`src/hw/fpl_pkg.sv`:
```
// Shared constants and types of the fp load and lazy restore unit
package fpl_pkg;
   // Register bus map
   localparam int FPL_AW = 8;
   localparam logic [7:0] FPL_CTRL_OFS = 8'h00; // Control bits
   localparam logic [7:0] FPL_STAT_OFS = 8'h04; // Sticky status, busy
   localparam logic [1:0] FPL_AXI_OKAY = 2'h0;
   localparam logic [1:0] FPL_AXI_SLVERR = 2'h2;
   // Instruction encodings
   localparam logic [7:0] FPL_LD_OP = 8'hed; // Load, bits 31:24
   localparam logic [1:0] FPL_LD_LS = 2'h1; // Load, bits 21:20
   localparam logic [2:0] FPL_LD_CP = 3'h5; // Load, bits 11:9
   localparam logic [11:0] FPL_LL_OP = 12'hec3; // Restore, bits 31:20
   localparam logic [15:0] FPL_LL_LO = 16'h0a00; // Restore, bits 15:0
   localparam int FPL_U_BIT = 23; // Offset direction
   localparam int FPL_D_BIT = 22; // Extra destination bit
   localparam int FPL_BASE_LSB = 16; // Base register field
   localparam int FPL_VD_LSB = 12; // Destination field
   localparam int FPL_SZ_BIT = 8; // Double precision
   localparam logic [3:0] FPL_PC_REG = 4'hf; // Field value naming the PC
   // Address arithmetic
   localparam logic [31:0] FPL_PC_MASK = 32'hffff_fffc;
   localparam logic [31:0] FPL_WORD_BYTES = 32'h0000_0004;
   localparam logic [31:0] FPL_STATW_OFS = 32'h0000_0040;
   localparam logic [31:0] FPL_UPPER_OFS = 32'h0000_0048;
   localparam logic [5:0] FPL_STATW_IDX = 6'h10; // Step reading status
   localparam logic [5:0] FPL_UPPER_IDX = 6'h11; // First upper-bank step
   localparam logic [5:0] FPL_LAST_SEC = 6'h20; // Last step, upper bank
   // Execution states
   typedef enum logic [1:0] {
      FPL_IDLE = 2'b00,
      FPL_LOAD = 2'b01,
      FPL_RESTORE = 2'b10
   } fpl_state_t;
   // Completion codes
   typedef enum logic [2:0] {
      FPL_RES_OK = 3'b000,
      FPL_RES_NOP = 3'b001,
      FPL_RES_UNDEF = 3'b010,
      FPL_RES_USAGE = 3'b011,
      FPL_RES_BUS = 3'b100,
      FPL_RES_MMAN = 3'b101,
      FPL_RES_SECF = 3'b110
   } fpl_res_t;
   // Memory answer codes
   typedef enum logic [1:0] {
      FPL_RSP_OK = 2'b00,
      FPL_RSP_BUS = 2'b01,
      FPL_RSP_MMAN = 2'b10,
      FPL_RSP_SECF = 2'b11
   } fpl_rsp_t;
   typedef struct packed {
      logic cp_enable;
      logic lazy_save_pending;
      logic treat_fp_as_secure;
      logic secure_fp_in_use;
      logic secure_state;
      logic main_ext;
      logic fp_present;
      logic big_endian;
   } fpl_ctrl_t;
   typedef struct packed {
      logic misalign_flag;
      logic fp_context_active;
   } fpl_status_t;
   typedef struct packed {
      logic valid;
      logic [31:0] word;
      logic [31:0] pc;
      logic [31:0] base;
   } fpl_instr_t;
   typedef struct packed {
      logic valid;
      logic [31:0] addr;
   } fpl_mem_req_t;
   typedef struct packed {
      logic ack;
      fpl_rsp_t resp;
      logic [31:0] data;
   } fpl_mem_rsp_t;
   typedef struct packed {
      logic we;
      logic status_word;
      logic dword;
      logic [4:0] idx;
      logic [63:0] data;
   } fpl_fpr_wr_t;
   typedef struct packed {
      logic valid;
      fpl_res_t res;
   } fpl_done_t;
   localparam fpl_ctrl_t FPL_CTRL_RST = 8'h06; // FP and main ext present
   localparam fpl_status_t FPL_STAT_RST = 2'h0;
endpackage : fpl_pkg

```
`src/hw/fpl_core.sv`:
```
// Decode and execute unit for fp single and double loads and lazy restores
`timescale 1ns/1ps
`default_nettype none
module fpl_core (
   input wire logic ref_clk,
   input wire logic rst,
   input wire fpl_pkg::fpl_instr_t instr_in, // Issued instruction
   output var logic instr_ready, // Idle, can take one
   output var fpl_pkg::fpl_mem_req_t mem_req, // Word read request
   input wire fpl_pkg::fpl_mem_rsp_t mem_rsp, // Read answer
   output var fpl_pkg::fpl_fpr_wr_t fpr_wr, // Register file write
   output var fpl_pkg::fpl_done_t done, // Completion pulse
   input wire logic s_axi_awvalid,
   output var logic s_axi_awready,
   input wire logic [fpl_pkg::FPL_AW-1:0] s_axi_awaddr,
   input wire logic s_axi_wvalid,
   output var logic s_axi_wready,
   input wire logic [31:0] s_axi_wdata,
   input wire logic [3:0] s_axi_wstrb,
   output var logic s_axi_bvalid,
   input wire logic s_axi_bready,
   output var logic [1:0] s_axi_bresp,
   input wire logic s_axi_arvalid,
   output var logic s_axi_arready,
   input wire logic [fpl_pkg::FPL_AW-1:0] s_axi_araddr,
   output var logic s_axi_rvalid,
   input wire logic s_axi_rready,
   output var logic [31:0] s_axi_rdata,
   output var logic [1:0] s_axi_rresp
);
   import fpl_pkg::*;

   // Bus slave state
   logic aw_hold_reg, aw_hold_next; // Write address captured
   logic w_hold_reg, w_hold_next; // Write data captured
   logic [FPL_AW-1:0] awaddr_reg, awaddr_next;
   logic [7:0] wdata_reg, wdata_next; // Only byte 0 holds bits
   logic wstrb_reg, wstrb_next; // Lane 0 strobe
   logic awready_reg, awready_next;
   logic wready_reg, wready_next;
   logic bvalid_reg, bvalid_next;
   logic [1:0] bresp_reg, bresp_next;
   logic arready_reg, arready_next;
   logic rvalid_reg, rvalid_next;
   logic [31:0] rdata_reg, rdata_next;
   logic [1:0] rresp_reg, rresp_next;
   logic wr_ctrl; // Control write this cycle
   logic wr_stat; // Status clear this cycle
   // Execution state
   fpl_state_t state_reg, state_next;
   logic [5:0] idx_reg, idx_next; // Word step
   logic [5:0] last_reg, last_next; // Final restore step
   logic [31:0] w1_reg, w1_next; // First word of a double
   logic [31:0] base_reg, base_next; // Restore frame base
   logic dw_reg, dw_next; // Double-precision load
   logic [4:0] dst_reg, dst_next; // Destination register
   logic ready_reg, ready_next;
   fpl_mem_req_t mem_reg, mem_next;
   fpl_fpr_wr_t wr_reg, wr_next;
   fpl_done_t done_reg, done_next;
   fpl_ctrl_t ctrl_reg, ctrl_next;
   fpl_status_t stat_reg, stat_next;
   // Decode terms
   logic take, is_ld, is_ll, ll_go;
   logic [3:0] base_field;
   logic [31:0] byte_offset, base_sel, ea;

   // Register select, shared by read and write paths
   function automatic logic [1:0] fpl_sel(input logic [FPL_AW-1:0] a);
      fpl_sel = (a == FPL_CTRL_OFS) ? 2'h1 :
                (a == FPL_STAT_OFS) ? 2'h2 : 2'h0;
   endfunction : fpl_sel

   // Memory answer to completion code
   function automatic fpl_res_t fpl_fault(input fpl_rsp_t r);
      unique case (r)
         FPL_RSP_BUS: fpl_fault = FPL_RES_BUS;
         FPL_RSP_MMAN: fpl_fault = FPL_RES_MMAN;
         FPL_RSP_SECF: fpl_fault = FPL_RES_SECF;
         FPL_RSP_OK: fpl_fault = FPL_RES_OK;
      endcase
   endfunction : fpl_fault

   // One-cycle completion record
   function automatic fpl_done_t fpl_fin(input fpl_res_t r);
      fpl_fin = '{valid: 1'b1, res: r};
   endfunction : fpl_fin

   // Restore frame address of a step
   function automatic logic [31:0] fpl_ll_addr(input logic [31:0] b,
                                               input logic [5:0] i);
      logic [5:0] j;
      j = i - FPL_UPPER_IDX;
      if (i < FPL_STATW_IDX) begin
         fpl_ll_addr = b + {24'h0, i, 2'b00};
      end else if (i == FPL_STATW_IDX) begin
         fpl_ll_addr = b + FPL_STATW_OFS;
      end else begin
         fpl_ll_addr = b + FPL_UPPER_OFS + {24'h0, j, 2'b00};
      end
   endfunction : fpl_ll_addr

   // Field extraction and address forming
   assign take = instr_in.valid && ready_reg;
   assign base_field = instr_in.word[FPL_BASE_LSB +: 4];
   assign is_ld = instr_in.word[31:24] == FPL_LD_OP &&
                  instr_in.word[21:20] == FPL_LD_LS &&
                  instr_in.word[11:9] == FPL_LD_CP;
   assign is_ll = instr_in.word[31:20] == FPL_LL_OP &&
                  instr_in.word[15:0] == FPL_LL_LO;
   // Offset is imm8 times four, so 0..1020 in steps of 4
   assign byte_offset = {22'h0, instr_in.word[7:0], 2'b00};
   assign base_sel = (base_field == FPL_PC_REG) ?
                     (instr_in.pc & FPL_PC_MASK) : instr_in.base;
   // Add flag true adds; a negative literal arrives as magnitude, U=0
   assign ea = instr_in.word[FPL_U_BIT] ? base_sel + byte_offset :
               base_sel - byte_offset;
   // Restore that reaches its data path
   assign ll_go = is_ll && ctrl_reg.main_ext && ctrl_reg.secure_state &&
                  base_field != FPL_PC_REG && ctrl_reg.fp_present &&
                  ctrl_reg.secure_fp_in_use && ctrl_reg.cp_enable;

   // Bus slave: address and data taken in either order
   always_comb begin
      aw_hold_next = aw_hold_reg;
      w_hold_next = w_hold_reg;
      awaddr_next = awaddr_reg;
      wdata_next = wdata_reg;
      wstrb_next = wstrb_reg;
      bvalid_next = bvalid_reg;
      bresp_next = bresp_reg;
      rvalid_next = rvalid_reg;
      rdata_next = rdata_reg;
      rresp_next = rresp_reg;
      wr_ctrl = 1'b0;
      wr_stat = 1'b0;
      if (s_axi_awvalid && awready_reg) begin // Address taken
         aw_hold_next = 1'b1;
         awaddr_next = s_axi_awaddr;
      end
      if (s_axi_wvalid && wready_reg) begin // Data taken
         w_hold_next = 1'b1;
         wdata_next = s_axi_wdata[7:0];
         wstrb_next = s_axi_wstrb[0];
      end
      if (bvalid_reg && s_axi_bready) begin // Response accepted
         bvalid_next = 1'b0;
      end
      if (aw_hold_reg && w_hold_reg && !bvalid_reg) begin // Commit
         aw_hold_next = 1'b0;
         w_hold_next = 1'b0;
         bvalid_next = 1'b1;
         bresp_next = (fpl_sel(awaddr_reg) == 2'h0) ?
                      FPL_AXI_SLVERR : FPL_AXI_OKAY;
         wr_ctrl = fpl_sel(awaddr_reg) == 2'h1 && wstrb_reg;
         wr_stat = fpl_sel(awaddr_reg) == 2'h2 && wstrb_reg;
      end
      if (rvalid_reg && s_axi_rready) begin // Read data accepted
         rvalid_next = 1'b0;
      end
      if (s_axi_arvalid && arready_reg) begin // Read taken
         rvalid_next = 1'b1;
         rresp_next = FPL_AXI_OKAY;
         unique case (fpl_sel(s_axi_araddr))
            2'h1: rdata_next = {24'h0, ctrl_reg};
            2'h2: rdata_next = {29'h0, state_reg != FPL_IDLE, stat_reg};
            default: begin // Unmapped reads zero with error
               rdata_next = 32'h0;
               rresp_next = FPL_AXI_SLVERR;
            end
         endcase
      end
      // One write and one read in flight at most
      awready_next = !aw_hold_next && !bvalid_next;
      wready_next = !w_hold_next && !bvalid_next;
      arready_next = !rvalid_next;
   end

   // Bus slave registers
   always_ff @(posedge ref_clk or posedge rst) begin
      if (rst) begin
         aw_hold_reg <= 1'b0;
         w_hold_reg <= 1'b0;
         awaddr_reg <= '0;
         wdata_reg <= 8'h0;
         wstrb_reg <= 1'b0;
         awready_reg <= 1'b0;
         wready_reg <= 1'b0;
         bvalid_reg <= 1'b0;
         bresp_reg <= FPL_AXI_OKAY;
         arready_reg <= 1'b0;
         rvalid_reg <= 1'b0;
         rdata_reg <= 32'h0;
         rresp_reg <= FPL_AXI_OKAY;
      end else begin
         aw_hold_reg <= aw_hold_next;
         w_hold_reg <= w_hold_next;
         awaddr_reg <= awaddr_next;
         wdata_reg <= wdata_next;
         wstrb_reg <= wstrb_next;
         awready_reg <= awready_next;
         wready_reg <= wready_next;
         bvalid_reg <= bvalid_next;
         bresp_reg <= bresp_next;
         arready_reg <= arready_next;
         rvalid_reg <= rvalid_next;
         rdata_reg <= rdata_next;
         rresp_reg <= rresp_next;
      end
   end

   // Decode and execution sequence
   always_comb begin
      state_next = state_reg;
      idx_next = idx_reg;
      last_next = last_reg;
      w1_next = w1_reg;
      base_next = base_reg;
      dw_next = dw_reg;
      dst_next = dst_reg;
      mem_next = mem_reg;
      wr_next = '0;
      done_next = '0;
      ctrl_next = ctrl_reg;
      // Clear-on-one first, so a hardware set below wins
      stat_next = wr_stat ? (stat_reg & ~fpl_status_t'(wdata_reg[1:0])) :
                  stat_reg;
      unique case (state_reg)
         FPL_IDLE: begin
            if (take && is_ld) begin
               dw_next = instr_in.word[FPL_SZ_BIT];
               dst_next = instr_in.word[FPL_SZ_BIT] ?
                  {instr_in.word[FPL_D_BIT], instr_in.word[FPL_VD_LSB +: 4]} :
                  {instr_in.word[FPL_VD_LSB +: 4], instr_in.word[FPL_D_BIT]};
               idx_next = 6'h0;
               if (!ctrl_reg.fp_present) begin
                  done_next = fpl_fin(FPL_RES_UNDEF);
               end else if (!ctrl_reg.cp_enable) begin
                  done_next = fpl_fin(FPL_RES_USAGE);
               end else if (ea[1:0] != 2'h0) begin
                  stat_next.misalign_flag = 1'b1;
                  done_next = fpl_fin(FPL_RES_USAGE);
               end else begin
                  state_next = FPL_LOAD;
                  mem_next = '{valid: 1'b1, addr: ea};
               end
            end else if (take && is_ll) begin
               base_next = instr_in.base;
               idx_next = 6'h0;
               last_next = ctrl_reg.treat_fp_as_secure ?
                           FPL_LAST_SEC : FPL_STATW_IDX;
               if (!ctrl_reg.main_ext || !ctrl_reg.secure_state) begin
                  done_next = fpl_fin(FPL_RES_UNDEF);
               end else if (base_field == FPL_PC_REG) begin
                  done_next = fpl_fin(FPL_RES_UNDEF);
               end else if (!ctrl_reg.fp_present ||
                            !ctrl_reg.secure_fp_in_use) begin
                  done_next = fpl_fin(FPL_RES_NOP);
               end else if (!ctrl_reg.cp_enable) begin
                  done_next = fpl_fin(FPL_RES_USAGE);
               end else if (ctrl_reg.lazy_save_pending) begin
                  // Registers still hold the live state; no memory read
                  ctrl_next.lazy_save_pending = 1'b0;
                  stat_next.fp_context_active = 1'b1;
                  done_next = fpl_fin(FPL_RES_OK);
               end else if (instr_in.base[2:0] != 3'h0) begin
                  stat_next.misalign_flag = 1'b1;
                  done_next = fpl_fin(FPL_RES_USAGE);
               end else begin
                  state_next = FPL_RESTORE;
                  mem_next = '{valid: 1'b1,
                               addr: fpl_ll_addr(instr_in.base, 6'h0)};
               end
            end else if (take) begin // Not an opcode this unit owns
               done_next = fpl_fin(FPL_RES_UNDEF);
            end
         end
         FPL_LOAD: begin
            if (mem_rsp.ack) begin
               mem_next.valid = 1'b0;
               if (mem_rsp.resp != FPL_RSP_OK) begin
                  state_next = FPL_IDLE;
                  done_next = fpl_fin(fpl_fault(mem_rsp.resp));
               end else if (dw_reg && idx_reg == 6'h0) begin
                  w1_next = mem_rsp.data;
                  idx_next = 6'h1;
                  mem_next = '{valid: 1'b1,
                     addr: mem_reg.addr + FPL_WORD_BYTES};
               end else begin
                  wr_next.we = 1'b1;
                  wr_next.dword = dw_reg;
                  wr_next.idx = dst_reg;
                  if (!dw_reg) begin
                     wr_next.data = {32'h0, mem_rsp.data};
                  end else if (ctrl_reg.big_endian) begin
                     wr_next.data = {w1_reg, mem_rsp.data};
                  end else begin
                     wr_next.data = {mem_rsp.data, w1_reg};
                  end
                  state_next = FPL_IDLE;
                  done_next = fpl_fin(FPL_RES_OK);
               end
            end
         end
         FPL_RESTORE: begin
            if (mem_rsp.ack) begin
               mem_next.valid = 1'b0;
               if (mem_rsp.resp != FPL_RSP_OK) begin
                  state_next = FPL_IDLE;
                  done_next = fpl_fin(fpl_fault(mem_rsp.resp));
               end else begin
                  wr_next.we = 1'b1;
                  wr_next.status_word = idx_reg == FPL_STATW_IDX;
                  wr_next.idx = (idx_reg > FPL_STATW_IDX) ?
                                5'(idx_reg - 6'h1) : idx_reg[4:0];
                  wr_next.data = {32'h0, mem_rsp.data};
                  if (idx_reg == last_reg) begin
                     state_next = FPL_IDLE;
                     stat_next.fp_context_active = 1'b1;
                     done_next = fpl_fin(FPL_RES_OK);
                  end else begin
                     idx_next = idx_reg + 6'h1;
                     mem_next = '{valid: 1'b1,
                        addr: fpl_ll_addr(base_reg, idx_reg + 6'h1)};
                  end
               end
            end
         end
         default: begin // Illegal code returns to idle
            state_next = FPL_IDLE;
            mem_next = '0;
         end
      endcase
      // Software write of control lands after the hardware clear
      if (wr_ctrl) begin
         ctrl_next = fpl_ctrl_t'(wdata_reg);
      end
      ready_next = state_next == FPL_IDLE;
   end

   // Execution registers
   always_ff @(posedge ref_clk or posedge rst) begin
      if (rst) begin
         state_reg <= FPL_IDLE;
         idx_reg <= 6'h0;
         last_reg <= 6'h0;
         w1_reg <= 32'h0;
         base_reg <= 32'h0;
         dw_reg <= 1'b0;
         dst_reg <= 5'h0;
         ready_reg <= 1'b0;
         mem_reg <= '0;
         wr_reg <= '0;
         done_reg <= '0;
         ctrl_reg <= FPL_CTRL_RST;
         stat_reg <= FPL_STAT_RST;
      end else begin
         state_reg <= state_next;
         idx_reg <= idx_next;
         last_reg <= last_next;
         w1_reg <= w1_next;
         base_reg <= base_next;
         dw_reg <= dw_next;
         dst_reg <= dst_next;
         ready_reg <= ready_next;
         mem_reg <= mem_next;
         wr_reg <= wr_next;
         done_reg <= done_next;
         ctrl_reg <= ctrl_next;
         stat_reg <= stat_next;
      end
   end

   // Outputs, all from flip-flops
   assign instr_ready = ready_reg;
   assign mem_req = mem_reg;
   assign fpr_wr = wr_reg;
   assign done = done_reg;
   assign s_axi_awready = awready_reg;
   assign s_axi_wready = wready_reg;
   assign s_axi_bvalid = bvalid_reg;
   assign s_axi_bresp = bresp_reg;
   assign s_axi_arready = arready_reg;
   assign s_axi_rvalid = rvalid_reg;
   assign s_axi_rdata = rdata_reg;
   assign s_axi_rresp = rresp_reg;
endmodule : fpl_core
`default_nettype wire

```
`config.mk`:
```
export PLATFORM = sky130hd
export DESIGN_NAME = fpl_core
export DESIGN_NICKNAME = d
export VERILOG_FILES = /design/src/hw/fpl_pkg.sv /design/src/hw/fpl_core.sv
export SDC_FILE = /design/constraint.sdc
export NUM_CORES = 1
export LEC_CHECK = 0
export BUFFER_PORTS_ARGS = -buffer_cell sky130_fd_sc_hd__buf_4
export CAP_MARGIN = 30
export CORE_ASPECT_RATIO = 1.25
export CORE_MARGIN = 1.5
export CORE_UTILIZATION = 55
export DETAILED_ROUTE_END_ITERATION = 10
export GPL_TIMING_DRIVEN = 0
export PLACE_DENSITY = 0.81
export SLEW_MARGIN = 20
export SYNTH_ARGS = -nofsm -noshare
export SYNTH_HDL_FRONTEND = slang
export SYNTH_SLANG_ARGS = --single-unit
export TNS_END_PERCENT = 20
```
`constraint.sdc`:
```
create_clock -name ref_clk -period 9.71 [get_ports ref_clk]
set_input_delay 1.942 -clock ref_clk [delete_from_list [all_inputs] [get_ports ref_clk]]
set_output_delay 1.942 -clock ref_clk [all_outputs]
set_load 0.01 [all_outputs]
```
# Yosys cells after proc, flatten, opt, wreduce, memory -nomap -nowiden
# Cells that the tools add are included.
[totals]
reg_bits = 264
[classes]
add_sub_neg = 10
order_cmp = 2
eq_ne = 40
mux = 132
bitwise_logic = 4
n_reduce_logical = 52
[op_table]
columns = ["op", "n"]
rows = [
  ["$mux 33", 17],
  ["$mux 70", 3],
  ["$mux 69", 2],
  ["$pmux 69 s2", 1],
  ["$mux 32", 4],
  ["$mux 64", 2],
  ["$pmux 33 s3", 1],
  ["$mux 4", 18],
  ["$add 32x7->32 const B", 2],
  ["$add 32x8->32", 2],
  ["$mux 2", 31],
  ["$mux 6", 9],
  ["$mux 1", 34],
  ["$add 32x10->32", 1],
  ["$add 32x3->32 const B", 1],
  ["$sub 32x10->32", 1],
  ["$ne 3x3->1 const B", 9],
  ["$ne 2x2->1 const B", 10],
  ["$logic_and 1x1->1", 18],
  ["$pmux 6 s3", 1],
  ["$eq 16x12->1 const B", 1],
  ["$eq 8x3->1 const B", 2],
  ["$logic_not 8->1", 2],
  ["$pmux 8 s2", 1],
  ["37 further kinds", 67],
]

# Logic depth before layout (Yosys ltp)
# Gate-level depths: netlist of the first run.
[depth]
word_depth = 16
depth_mapped = 17
ltp_nobuf = 16

# Least setup slack after synthesis of the first run
# Ideal clock, no wire load.
[synth_timing]
kind = "input -> register"
start = "input port instr_in[83] (netlist bit)"
end = "register mem_reg, in the netlist mem_req[31]"
setup_ps = 135
t_arrival_ps = 5720
slack_ps = 3856
cell_stages = 13
n_path_buf = 2
cell_sequence = "nand4_1 clkbuf_1 buf_1 mux2_2 ha_1 o211a_1 a2111oi_0 o21ai_0 a2111oi_2 o21ai_0 a2111o_1 a22oi_1 o31ai_1"
[synth_via]
elab_chain_len = 9
word_cells_on_any_way = 15
classes_between = "2 x add/sub; 4 x eq/ne; 7 x mux; 2 x reduce/logical"
[synth_rtl]
columns = ["element", "line", "rtl"]
rows = [
  ["from (decl)", "fpl_core.sv:7", "input wire fpl_pkg::fpl_instr_t instr_in,"],
  ["$eq 4x4->1 *", "fpl_core.sv:113, fpl_core.sv:254", ""],
  ["$mux 32", "fpl_core.sv:113", "assign base_sel = (base_field == FPL_PC_REG) ?"],
  ["$sub 32x10->32 / $add 32x10->32 (equally long branches)", "fpl_core.sv:117, fpl_core.sv:116", ""],
  ["$mux 32", "fpl_core.sv:116", "assign ea = instr_in.word[FPL_U_BIT] ? base_sel + byte_offset :"],
  ["$mux 33", "fpl_core.sv:240", "end else if (ea[1:0] != 2'h0) begin"],
  ["$mux 33", "fpl_core.sv:238", "end else if (!ctrl_reg.cp_enable) begin"],
  ["$mux 33", "fpl_core.sv:236", "if (!ctrl_reg.fp_present) begin"],
  ["$mux 33", "fpl_core.sv:230", "if (take && is_ld) begin"],
  ["$pmux 33 s3", "fpl_core.sv:228", "unique case (state_reg)"],
  ["to (signal assigned)", "fpl_core.sv:366", "mem_reg <= mem_next;"],
  ["to (decl)", "fpl_core.sv:58", "fpl_mem_req_t mem_reg, mem_next;"],
]
# Every way passes the cells marked *; elsewhere a longest branch is shown, timed or not. The select of a mux whose other input is x is not followed.
# A chain may end at the register's enable or synchronous reset.

# Worst setup path in the final report of the first run
# Ends and elaborated chain as after synthesis.

==> flow_metrics.tcl, run 1 <==
set metrics [dict create \
    grt_overflow_total 0 \
    holdCritStartpoint "dst_reg[3]" \
    fin_worst_skew_ns 0.0230 \
    hold_depth 2 \
    synth_compound_area_share_pct 16.7 \
    wirelength_um 46200 \
    clk_pin_slew_worst_paths_ns 0.07 \
    syn-cell-area_um2 14600 \
    final_layout_size_suffix_gt1_share_pct 26.6 \
    fmax_mhz 142 \
    syn_inst 1495 \
    yosys_warnings 0 \
    grt_max_degree 106 \
    synth_xor_area_share_pct 5.35 \
    tightestPinTransition_ns 1.08 \
    cts-buffers-inserted 22 \
    io_pins 342 \
    place.gp.congestion 0.955 \
    syn-mean-instance-area_um2 9.75 \
    dp_hpwl_um 36000 \
    rows 66 \
    synthSimpleGateAreaFrac_pct 15.5 \
    synth-seq-area-share_pct 40.2 \
    slew_viol_final 0 \
    cp_data_arrival_time_ns 7.41 \
    ys.flop_type "dfrtp_1" \
    fin_crit_ns 7.04 \
    critical_path_class "in2reg" \
    r2r-end "mem_req[27]" \
    clk_latency_ns 0.52 \
    fill_cells 2031 \
    ir_drop_mv 0.118 \
    antenna_cells 0 \
    post_synth_num_cell_types 72 \
    status "finished, final reports clean" \
    final_cell_count_no_fill 2191 \
    firstDrtPassIters 7 \
    gr-usage-all-layers_pct 33.1 \
    holdPathEnd "dst_reg[3]" \
    vias_per_cell 6.14 \
    antenna_found_initial 0 \
    cts_resized 0 \
    synth_top_family_by_area "compound AO/OA/AOI/OAI gates" \
    drt_iter0_drc 1202 \
    grt_pass1_vias 13300 \
    route.detailed.wl_per_inst_um 21.1 \
    p_leak_nw 8.52 \
    cts_setup_buffers 0 \
    rsz0062_at_grt "no" \
    finalPower_mw 2.39 \
    htree_num_levels 1 \
    async_reset_ff_share_pct 100 \
    hp-class "reg2reg" \
    cts_root_buf "clkbuf_16" \
    cp_max_fo 10 \
    core-area_um2 26000 \
    synth_top_area_share_pct 39.8 \
    drc 0 \
    muxShareOfSynthArea_pct 12.8 \
    fin_crit_sh_pct 72.5 \
    grt_pass1_wl_um 70700 \
    post-place-cells 2149 \
    final_nets 2087 \
    slew-limit-headroom_pct 27.6 \
    synth_area_leader_cell "dfrtp_1" \
    synth_enable_flop_cells 0 \
    start_util_pct 56.1 \
    rr_worst_depth 17 \
    synth_area_leaders "dfrtp_1, mux2_2, ha_1, mux2i_1, nand2_1" \
    largest_reg_flops 72 \
    end_kind "register" \
    hold_viol 0 \
    hold_buffers 0 \
    tritoncts "built" \
    p_per_area_nw_per_um2 132 \
    cts_sinks 234 \
    die_w_um 149 \
    port_buffers 285 \
    critPathLaunchType "input port" \
    ys_seq_elements 234 \
    vias 13500 \
    fin_ws_ns 2.67 \
    worstPathRequired_ns 10.08 \
    clockBufferDepth 3 \
    r2r_slack_ns 4.64 \
    ant_nets 0 \
    cap_violations 0 \
    die_h_um 185 \
    r2r_start "idx_reg[0]" \
    dieArea_um2 27500 \
    synth_fa_ha_area_share_pct 5.39 \
    setup_violations 0 \
    detailedPlace.worstSlack_ns 2.18 \
    syn_to_final_growth_pct 24.2 \
]
==> layout by cell type, fill, tap and decap left out, types with 19 or more instances in the layout <==
cell	n
and3_1	26
inv_1	30
mux2_2	122
mux2i_1	49
conb_1	26
a21o_1	25
xor2_1	39
clkbuf_16	22
a22oi_1	40
o21ai_0	68
o31ai_1	19
nor2_1	83
dfrtp_1	232
nor2b_1	50
nor3_1	23
xnor2_1	50
ha_1	58
buf_4	314
nand2_1	129
nand4_1	36
a31oi_1	27
nand3_1	39
clkbuf_1	62
a21oi_1	64
==> per-layer routing <==
| metal | GRT usage [%] | vias up | part of all wire [%] |
|---|---|---|---|
| met5 | 0 | - | 0 |
| li1 | - | 6132 | - |
| met3 | 5.20 | 161 | 8.3 |
| met4 | 17.7 | 0 | 5.5 |
| met2 | 59.4 | 733 | 50 |
| met1 | 37.7 | 6428 | 36 |
==> power by group <==
group          leakage (nW)  switching [mW]  internal, mW
combinational          4.97           0.215         0.191
clock                 0.368           0.398         0.515
sequential             3.18          0.0375          1.03
==> Yosys cell counts, types with 5 or more instances <==
master / instances
a31oi_1: 27
o21bai_1: 8
nor2b_1: 50
ha_1: 58
o21ai_0: 68
and4_1: 7
a222oi_1: 5
o211ai_1: 10
buf_4: 27
a22oi_1: 40
or3_1: 9
nand3_1: 39
dfrtp_1: 232
a21oi_1: 64
xor2_1: 39
a22o_1: 10
nor4_1: 12
nand2b_1: 8
o21a_1: 8
xnor2_1: 50
o221ai_1: 6
mux2_2: 122
nor2_1: 83
buf_1: 8
nand2_1: 129
mux2i_1: 49
nor3_1: 23
a211oi_1: 16
a221oi_1: 11
and2_1: 8
and3_1: 26
inv_1: 31
nand4_1: 36
o31ai_1: 19
clkbuf_1: 61
a21o_1: 25
==> worst max-delay path, cell delays in order <==
cell	delay (ns)
buf_4	0.11
nand4_1	0.46
clkbuf_1	0.55
buf_1	0.61
mux2_2	0.41
ha_1	0.34
o211a_1	0.14
a2111oi_0	0.52
o21ai_0	0.46
a2111oi_2	0.80
o21ai_0	0.29
a2111o_1	0.47
a22oi_1	0.21
o31ai_1	0.08
==> stage by stage <==
step                setup TNS, ns  utilization [%]  hold slack, ns  area, µm²
CTS                             0             69.6           0.499      18100
global route                    0             69.6           0.527      18100
global placement          -200.09             66.3           0.460      17200
floorplan                       0                -           0.444      14700
finish                          0             69.6           0.496      18100
detailed placement              0             66.6           0.472      17300
==> worst max-delay path by stage <==
| stage | start | to | slack (ns) | depth (start not counted) |
|---|---|---|---|---|
| 2_1_floorplan | rst | aw_hold_reg | 1.35 | 1 |
| 3_3_place_gp | rst | base_reg[4] | -0.89 | 2 |
| 3_5_place_dp | instr_in[83] | mem_req[31] | 2.18 | 14 |
| 4_1_cts | instr_in[83] | mem_req[31] | 2.74 | 14 |
| 5_1_grt | instr_in[83] | mem_req[31] | 2.55 | 14 |
| 6_report | instr_in[83] | mem_req[31] | 2.67 | 14 |
==> cells by family after synthesis <==
group	after synthesis
other cells	1
xor+xnor	89
simple gates	450
mux	171
compound gates	358
fa+ha+maj	61
flops	234
buf+inv	131
==> layout make-up <==
class                      instances  area [µm²]  share of cell area [%]
sequential                       234        5860                    32.4
clock inverter                    16         196                    1.08
inverter                          32         128                   0.705
buffer                            99         477                    2.63
timing repair buffer             291        2230                    12.3
tap                              340         425                    2.35
multi-input combinational       1155        8230                    45.4
clock buffer                      24         568                    3.14
Note: power is estimated with default switching activity, not from simulation.
==> run 2, diff against run 1 <==
--- a/config.mk
+++ b/config.mk
@@ -5,14 +5,15 @@
 export SDC_FILE = /design/constraint.sdc
 export NUM_CORES = 1
 export LEC_CHECK = 0
+export ABC_AREA = 1
 export BUFFER_PORTS_ARGS = -buffer_cell sky130_fd_sc_hd__buf_4
 export CAP_MARGIN = 30
 export CORE_ASPECT_RATIO = 1.25
 export CORE_MARGIN = 1.5
-export CORE_UTILIZATION = 55
+export CORE_UTILIZATION = 57
 export DETAILED_ROUTE_END_ITERATION = 10
 export GPL_TIMING_DRIVEN = 0
-export PLACE_DENSITY = 0.81
+export PLACE_DENSITY = 0.82
 export SLEW_MARGIN = 20
 export SYNTH_ARGS = -nofsm -noshare
 export SYNTH_HDL_FRONTEND = slang
==> constraint.sdc (replaced) <==
create_clock -name ref_clk -period 6.6 [get_ports ref_clk]
set_input_delay 1.32 -clock ref_clk [delete_from_list [all_inputs] [get_ports ref_clk]]
set_output_delay 1.32 -clock ref_clk [all_outputs]
set_load 0.01 [all_outputs]
==> flow_metrics.tcl, run 2 <==
set metrics [dict create \
    ant_nets 0 \
    hold_viol 0 \
    synth_area_leaders "dfrtp_1, nand2_1, inv_1, nor2_1, nand3_1" \
    dieArea_um2 30400 \
    worstPathRequired_ns 7.06 \
    io_pins 342 \
    r2r-end "mem_req[26]" \
    fin_worst_skew_ns 0.0341 \
    gr-usage-all-layers_pct 42.8 \
    cp_cell_sequence "buf_4 -> nand2_1 -> nor2_2 -> clkbuf_1 -> clkbuf_1 -> nand2_1 -> o21ai_0 -> ha_1 -> nand2_1 -> inv_1 -> a21oi_1 -> nand3_1 -> nand2_1 -> nand2_1 -> nand2_1 -> nand3_1 -> a21oi_1 -> nand2_1 -> nand2_1 -> nand2_1" \
    synth_enable_flop_cells 0 \
    clockBufferDepth 3 \
    cts_sinks 234 \
    crit_buf_inv 4 \
    busiest_layer "met2" \
    cts_setup_buffers 0 \
    synth_area_leader_cell "dfrtp_1" \
    layout_common_cells "nand2_1, inv_1, buf_4" \
    cp_max_fo 10 \
    synthSimpleGateAreaFrac_pct 31.5 \
    firstDrtPassIters 6 \
    slew-limit-headroom_pct 40.6 \
    htree_num_levels 1 \
    holdCritStartpoint "s_axi_rvalid" \
    rsz0062_at_grt "no" \
    muxShareOfSynthArea_pct 0.0672 \
    grt_pass1_vias 18500 \
    ir_drop_mv 0.268 \
    p_per_area_nw_per_um2 220 \
    vias 18700 \
    fin_crit_sh_pct 69.7 \
    r2r_slack_ns 2.48 \
    critPathLaunchType "input port" \
    fmax_mhz 217 \
    largest_reg_flops 72 \
    slowest_delay_ns 0.45 \
    yosys_warnings 0 \
    met2_usage_pct 71.5 \
    synth_top_family_by_area "simple AND/OR/NAND/NOR gates" \
    die_h_um 195 \
    post-place-cells 3193 \
    port_buffers 285 \
    critical_path_class "in2reg" \
    grt_pass1_wl_um 100000 \
    crit_path_frequent_cell "nand2_1" \
    hold_depth 1 \
    slew_viol_final 0 \
    fin_crit_ns 4.60 \
    status "finished, final reports clean" \
    vias_per_cell 5.76 \
    final.setup.tns_ns 0 \
    tritoncts "built" \
    tightestPinTransition_ns 0.886 \
    core-area_um2 29100 \
    use_met1_pct 45.7 \
    cts_root_buf "clkbuf_16" \
    clk_pin_slew_worst_paths_ns 0.06 \
    rr_worst_depth 20 \
    ys_seq_elements 234 \
    final_common_cell "nand2_1" \
    syn_to_final_growth_pct 22.4 \
    place.gp.congestion 0.997 \
    grt_max_degree 37 \
    syn_inst 2479 \
    synth_compound_area_share_pct 14.6 \
    drt_iter0_drc 1844 \
    cpMaxStageDelayCell "clkbuf_1" \
    path_delay_family "simple AND/OR/NAND/NOR gates" \
    grt_overflow_total 0 \
    syn-cell-area_um2 16700 \
    fill_cells 2399 \
    syn-mean-instance-area_um2 6.76 \
    final_nets 3077 \
    drc 0 \
    r2r_start "idx_reg[0]" \
    hold_buffers 0 \
    synth_common_cells "nand2_1, inv_1, nor2_1, dfrtp_1, nand3_1" \
    synth_fa_ha_area_share_pct 4.69 \
    wirelength_um 65000 \
    use_met3_pct 11.6 \
    ys.flop_type "dfrtp_1" \
    route.detailed.wl_per_inst_um 20.1 \
    cap_violations 0 \
    start_util_pct 57.6 \
    rows 70 \
    cts_resized 0 \
    final_layout_size_suffix_gt1_share_pct 16.7 \
    dp_hpwl_um 50900 \
    post_synth_num_cell_types 64 \
    final_cell_count_no_fill 3242 \
    cp_data_arrival_time_ns 5.05 \
    setup_violations 0 \
    synth.most_common_cell "nand2_1" \
    die_w_um 156 \
    synth_top_area_share_pct 34.7 \
    hp-class "reg2reg" \
    p_leak_nw 10.4 \
    async_reset_ff_share_pct 100 \
    synth-seq-area-share_pct 35.0 \
    clk_latency_ns 0.57 \
    holdPathEnd "s_axi_arready" \
    antenna_found_initial 2 \
    end_kind "register" \
    synth_xor_area_share_pct 2.30 \
    cts-buffers-inserted 26 \
]
[run 2: cell count changes after synthesis, moves of 83 or more]
cell,change
inv_1,+322
mux2_2,-121
nand2_1,+537
nand3_1,+129
nor2_1,+165
o21ai_0,+83
[run 2: how the worst max path moves through the flow]
| stage | from | endpoint | slack, ns | cells past startpoint |
|---|---|---|---|---|
| after global placement | rst | s_axi_rvalid | 0.97 | 2 |
| after detailed placement | instr_in[83] | mem_req[21] | 1.58 | 20 |
| final | instr_in[83] | mem_req[21] | 2.00 | 20 |
| after global routing | instr_in[83] | mem_req[21] | 1.61 | 20 |
| after CTS | instr_in[83] | mem_req[21] | 2.14 | 20 |
| after floorplan | rst | aw_hold_reg | 2.22 | 1 |
[run 2: per-stage QoR]
| step | util (%) | hold WS (ns) | worst slack [ns] | power, mW | area, µm² |
|---|---|---|---|---|---|
| 2_1_floorplan | - | 0.427 | 2.22 | 2.47 | 16800 |
| 3_3_place_gp | 67.0 | 0.451 | 0.970 | 2.99 | 19500 |
| 3_5_place_dp | 67.6 | 0.466 | 1.58 | 3.04 | 19700 |
| 4_1_cts | 70.5 | 0.477 | 2.14 | 4.47 | 20500 |
| 5_1_grt | 70.5 | 0.500 | 1.61 | 4.71 | 20500 |
| 6_report | 70.5 | 0.474 | 2.00 | 4.51 | 20500 |
[run 2: where the power goes]
group / internal [mW] / total, mW / switching, mW
Combinational: 0.472 / 1.25 / 0.777
Clock: 0.808 / 1.44 / 0.637
Sequential: 1.61 / 1.82 / 0.211
Total: 2.89 / 4.51 / 1.62
[run 2: layout make-up]
type	instances	area [µm²]	area share, %
Tap cell	396	495	2.42
Multi-Input combinational cell	1791	9010	43.9
Timing Repair Buffer	293	2310	11.3
Buffer	107	582	2.84
Clock buffer	33	707	3.45
Sequential cell	234	5860	28.6
Inverter	372	1400	6.84
Clock inverter	15	135	0.659
Antenna cell	1	2.50	0.0122
[run 2: worst reg2reg max path, cell delays in order, from the launching register on]
cell	delay, ns
dfrtp_1	0.37
buf_2	0.23
inv_1	0.15
ha_1	0.44
nor3_1	0.33
a21oi_1	0.13
xor2_1	0.24
ha_1	0.28
ha_1	0.37
a21oi_1	0.28
o21ai_0	0.20
inv_1	0.09
nand2_1	0.09
nand2_4	0.09
nand3_4	0.13
nand3_1	0.12
nand2_1	0.06
nand3_1	0.15
nand3_1	0.09
nand2_1	0.07
nand2_1	0.05
[run 2: routing by layer]
layer / wire, µm / vias up
met5: 12 / -
met4: 5760 / 2
met3: 6110 / 297
met2: 30600 / 1085
met1: 22500 / 8636
li1: - / 8647
[run 2: cells by family (layout without fill, tap and decap cells)]
group | count (synthesis) | in the layout
adders and majority gates | 61 | 61
xor gates and xnor gates | 44 | 44
muxes | 1 | 1
buffers and inverters | 479 | 820
other | 1 | 27
AOI/OAI and AO/OA | 430 | 430
and+or+nand+nor | 1229 | 1229
DFF | 234 | 234
==> run 3, diff against run 2 <==
==> constraint.sdc (replaced) <==
create_clock -name ref_clk -period 4.5 [get_ports ref_clk]
set_input_delay 0.9 -clock ref_clk [delete_from_list [all_inputs] [get_ports ref_clk]]
set_output_delay 0.9 -clock ref_clk [all_outputs]
set_load 0.01 [all_outputs]
==> flow_metrics.tcl, run 3 (synthesis gave the netlist of run 2 again) <==
set metrics [dict create \
    status "finished, final reports clean" \
    cp_max_fo 10 \
    fmax_mhz 242 \
    final_layout_size_suffix_gt1_share_pct 16.7 \
    sequentialPowerShare_pct 40.3 \
    rr_worst_depth 20 \
    ir_drop_mv 0.391 \
    intPower_mw 4.24 \
    die_w_um 156 \
    cts-buffers-inserted 26 \
    p_comb_share_pct 27.7 \
    multi_input_area_um2 9010 \
    clk_latency_ns 0.57 \
    clockBufferDepth 3 \
    grt_max_degree 37 \
    start_util_pct 57.6 \
    rsz0062_at_grt "no" \
    critPathLaunchType "input port" \
    grt_pass1_wl_um 100000 \
    fin_crit_ns 4.14 \
    tightestPinTransition_ns 0.906 \
    place.gp.congestion 0.997 \
    p_leak_nw 10.4 \
    r2r_start "idx_reg[0]" \
    slew-limit-headroom_pct 39.3 \
    rows 70 \
    hold_buffers 0 \
    cts_resized 0 \
    clkPwrFrac_pct 32.0 \
    hold_viol 0 \
    p_sw_mw 2.38 \
    port_buffers 285 \
    firstDrtPassIters 7 \
    die_h_um 195 \
    fill_cells 2400 \
    cts_setup_buffers 0 \
    cap_violations 0 \
    hp-class "in2async" \
    io_pins 342 \
    grt_pass1_vias 18500 \
    vias 18700 \
    vias_per_cell 5.76 \
    cts_sinks 234 \
    cp_data_arrival_time_ns 4.59 \
    ant_nets 0 \
    route.detailed.wl_per_inst_um 20.1 \
    slew_viol_final 0 \
    final_nets 3077 \
    tritoncts "built" \
    wirelength_um 65100 \
    clk_pin_slew_worst_paths_ns 0.06 \
    core-area_um2 29100 \
    dieArea_um2 30400 \
    p_per_area_nw_per_um2 323 \
    final_common_cell "nand2_1" \
    worstPathRequired_ns 4.96 \
    finish.utilization_pct 70.5 \
    drt_iter0_drc 1892 \
    drc 0 \
    fin_crit_sh_pct 91.9 \
    grt_overflow_total 0 \
    seqCellArea_um2 5860 \
    end_kind "register" \
    critical_path_class "in2reg" \
    r2r-end "mem_req[26]" \
    largest_reg_flops 72 \
    gr-usage-all-layers_pct 42.8 \
    r2r_slack_ns 0.41 \
    setup_violations 0 \
    fin_worst_skew_ns 0.0321 \
    htree_num_levels 1 \
    antenna_found_initial 2 \
    syn_to_final_growth_pct 22.4 \
    dp_hpwl_um 50900 \
    final.setup.tns_ns 0 \
    cts_root_buf "clkbuf_16" \
    layout_common_cells "nand2_1, inv_1, buf_4" \
    p_sw_share_pct 36.0 \
]
==> run 3: cell types whose count changed in the layout (fill, tap and decap cells not counted) <==
cell,previous run,this run
clkbuf_1,47,46
clkbuf_2,0,1
==> run 3: power by group through the flow <==
stage          logic, mW  registers, mW  clock network [mW]
2_1_floorplan      0.970           2.65                   0
3_3_place_gp        1.70           2.68                   0
3_5_place_dp        1.77           2.69                   0
4_1_cts             1.79           2.66                2.11
5_1_grt             2.02           2.69                2.19
6_report            1.83           2.67                2.12
==> run 3: how the worst max path moves through the flow <==
| stage | startpoint | endpoint | slack [ns] | depth (start not counted) |
|---|---|---|---|---|
| CTS | idx_reg[0] | mem_req[26] | 0.45 | 20 |
| global route | instr_in[83] | mem_req[21] | 0.03 | 20 |
| global placement | rst | s_axi_rvalid | -0.71 | 2 |
| floorplan | rst | aw_hold_reg | 0.54 | 1 |
| detailed placement | instr_in[83] | mem_req[21] | -0.1 | 20 |
| finish | instr_in[83] | mem_req[21] | 0.36 | 20 |
==> run 3: routing by layer <==
| layer | GRT usage (%) | wire, µm |
|---|---|---|
| met1 | 45.7 | 22500 |
| met2 | 71.6 | 30600 |
| met3 | 11.5 | 6290 |
| met4 | 32.7 | 5740 |
| met5 | 0 | 12 |
==> run 3: layout make-up <==
cell class | instances | share of cell area, %
clock inverters | 15 | 0.659
clock buffers | 33 | 3.45
flip-flops and latches | 234 | 28.6
multi-input cells | 1791 | 43.9
plain buffers | 107 | 2.84
repair buffers | 293 | 11.3
well taps | 396 | 2.42
diodes | 1 | 0.0122
inverters | 372 | 6.84
==> run 3: metrics by stage <==
step                      worst slack (ns)  power (mW)  hold slack (ns)  std cells  cell area [µm²]
after global placement              -0.710        4.38            0.451       3185            19500
final                                0.363        6.62            0.354       3242            20500
after floorplan                      0.538        3.62            0.427       2504            16800
after global routing                0.0270        6.90            0.381       3241            20500
after detailed placement           -0.0978        4.45            0.466       3193            19700
after CTS                            0.452        6.55            0.364       3241            20500
==> run 3: critical path, cell delays in order <==
cell and delay (ns):
buf_4 0.08, nand2_1 0.05, nor2_2 0.41, clkbuf_1 0.38, clkbuf_1 0.48, nand2_1 0.10
o21ai_0 0.10, ha_1 0.32, nand2_1 0.13, nand3_1 0.20, nand3_1 0.12, nand3_1 0.31
nand2_1 0.19, nand2_1 0.06, nand2_1 0.05, nand3_1 0.27, a21oi_1 0.26, nand2_1 0.06
nand2_1 0.05, nand2_1 0.04
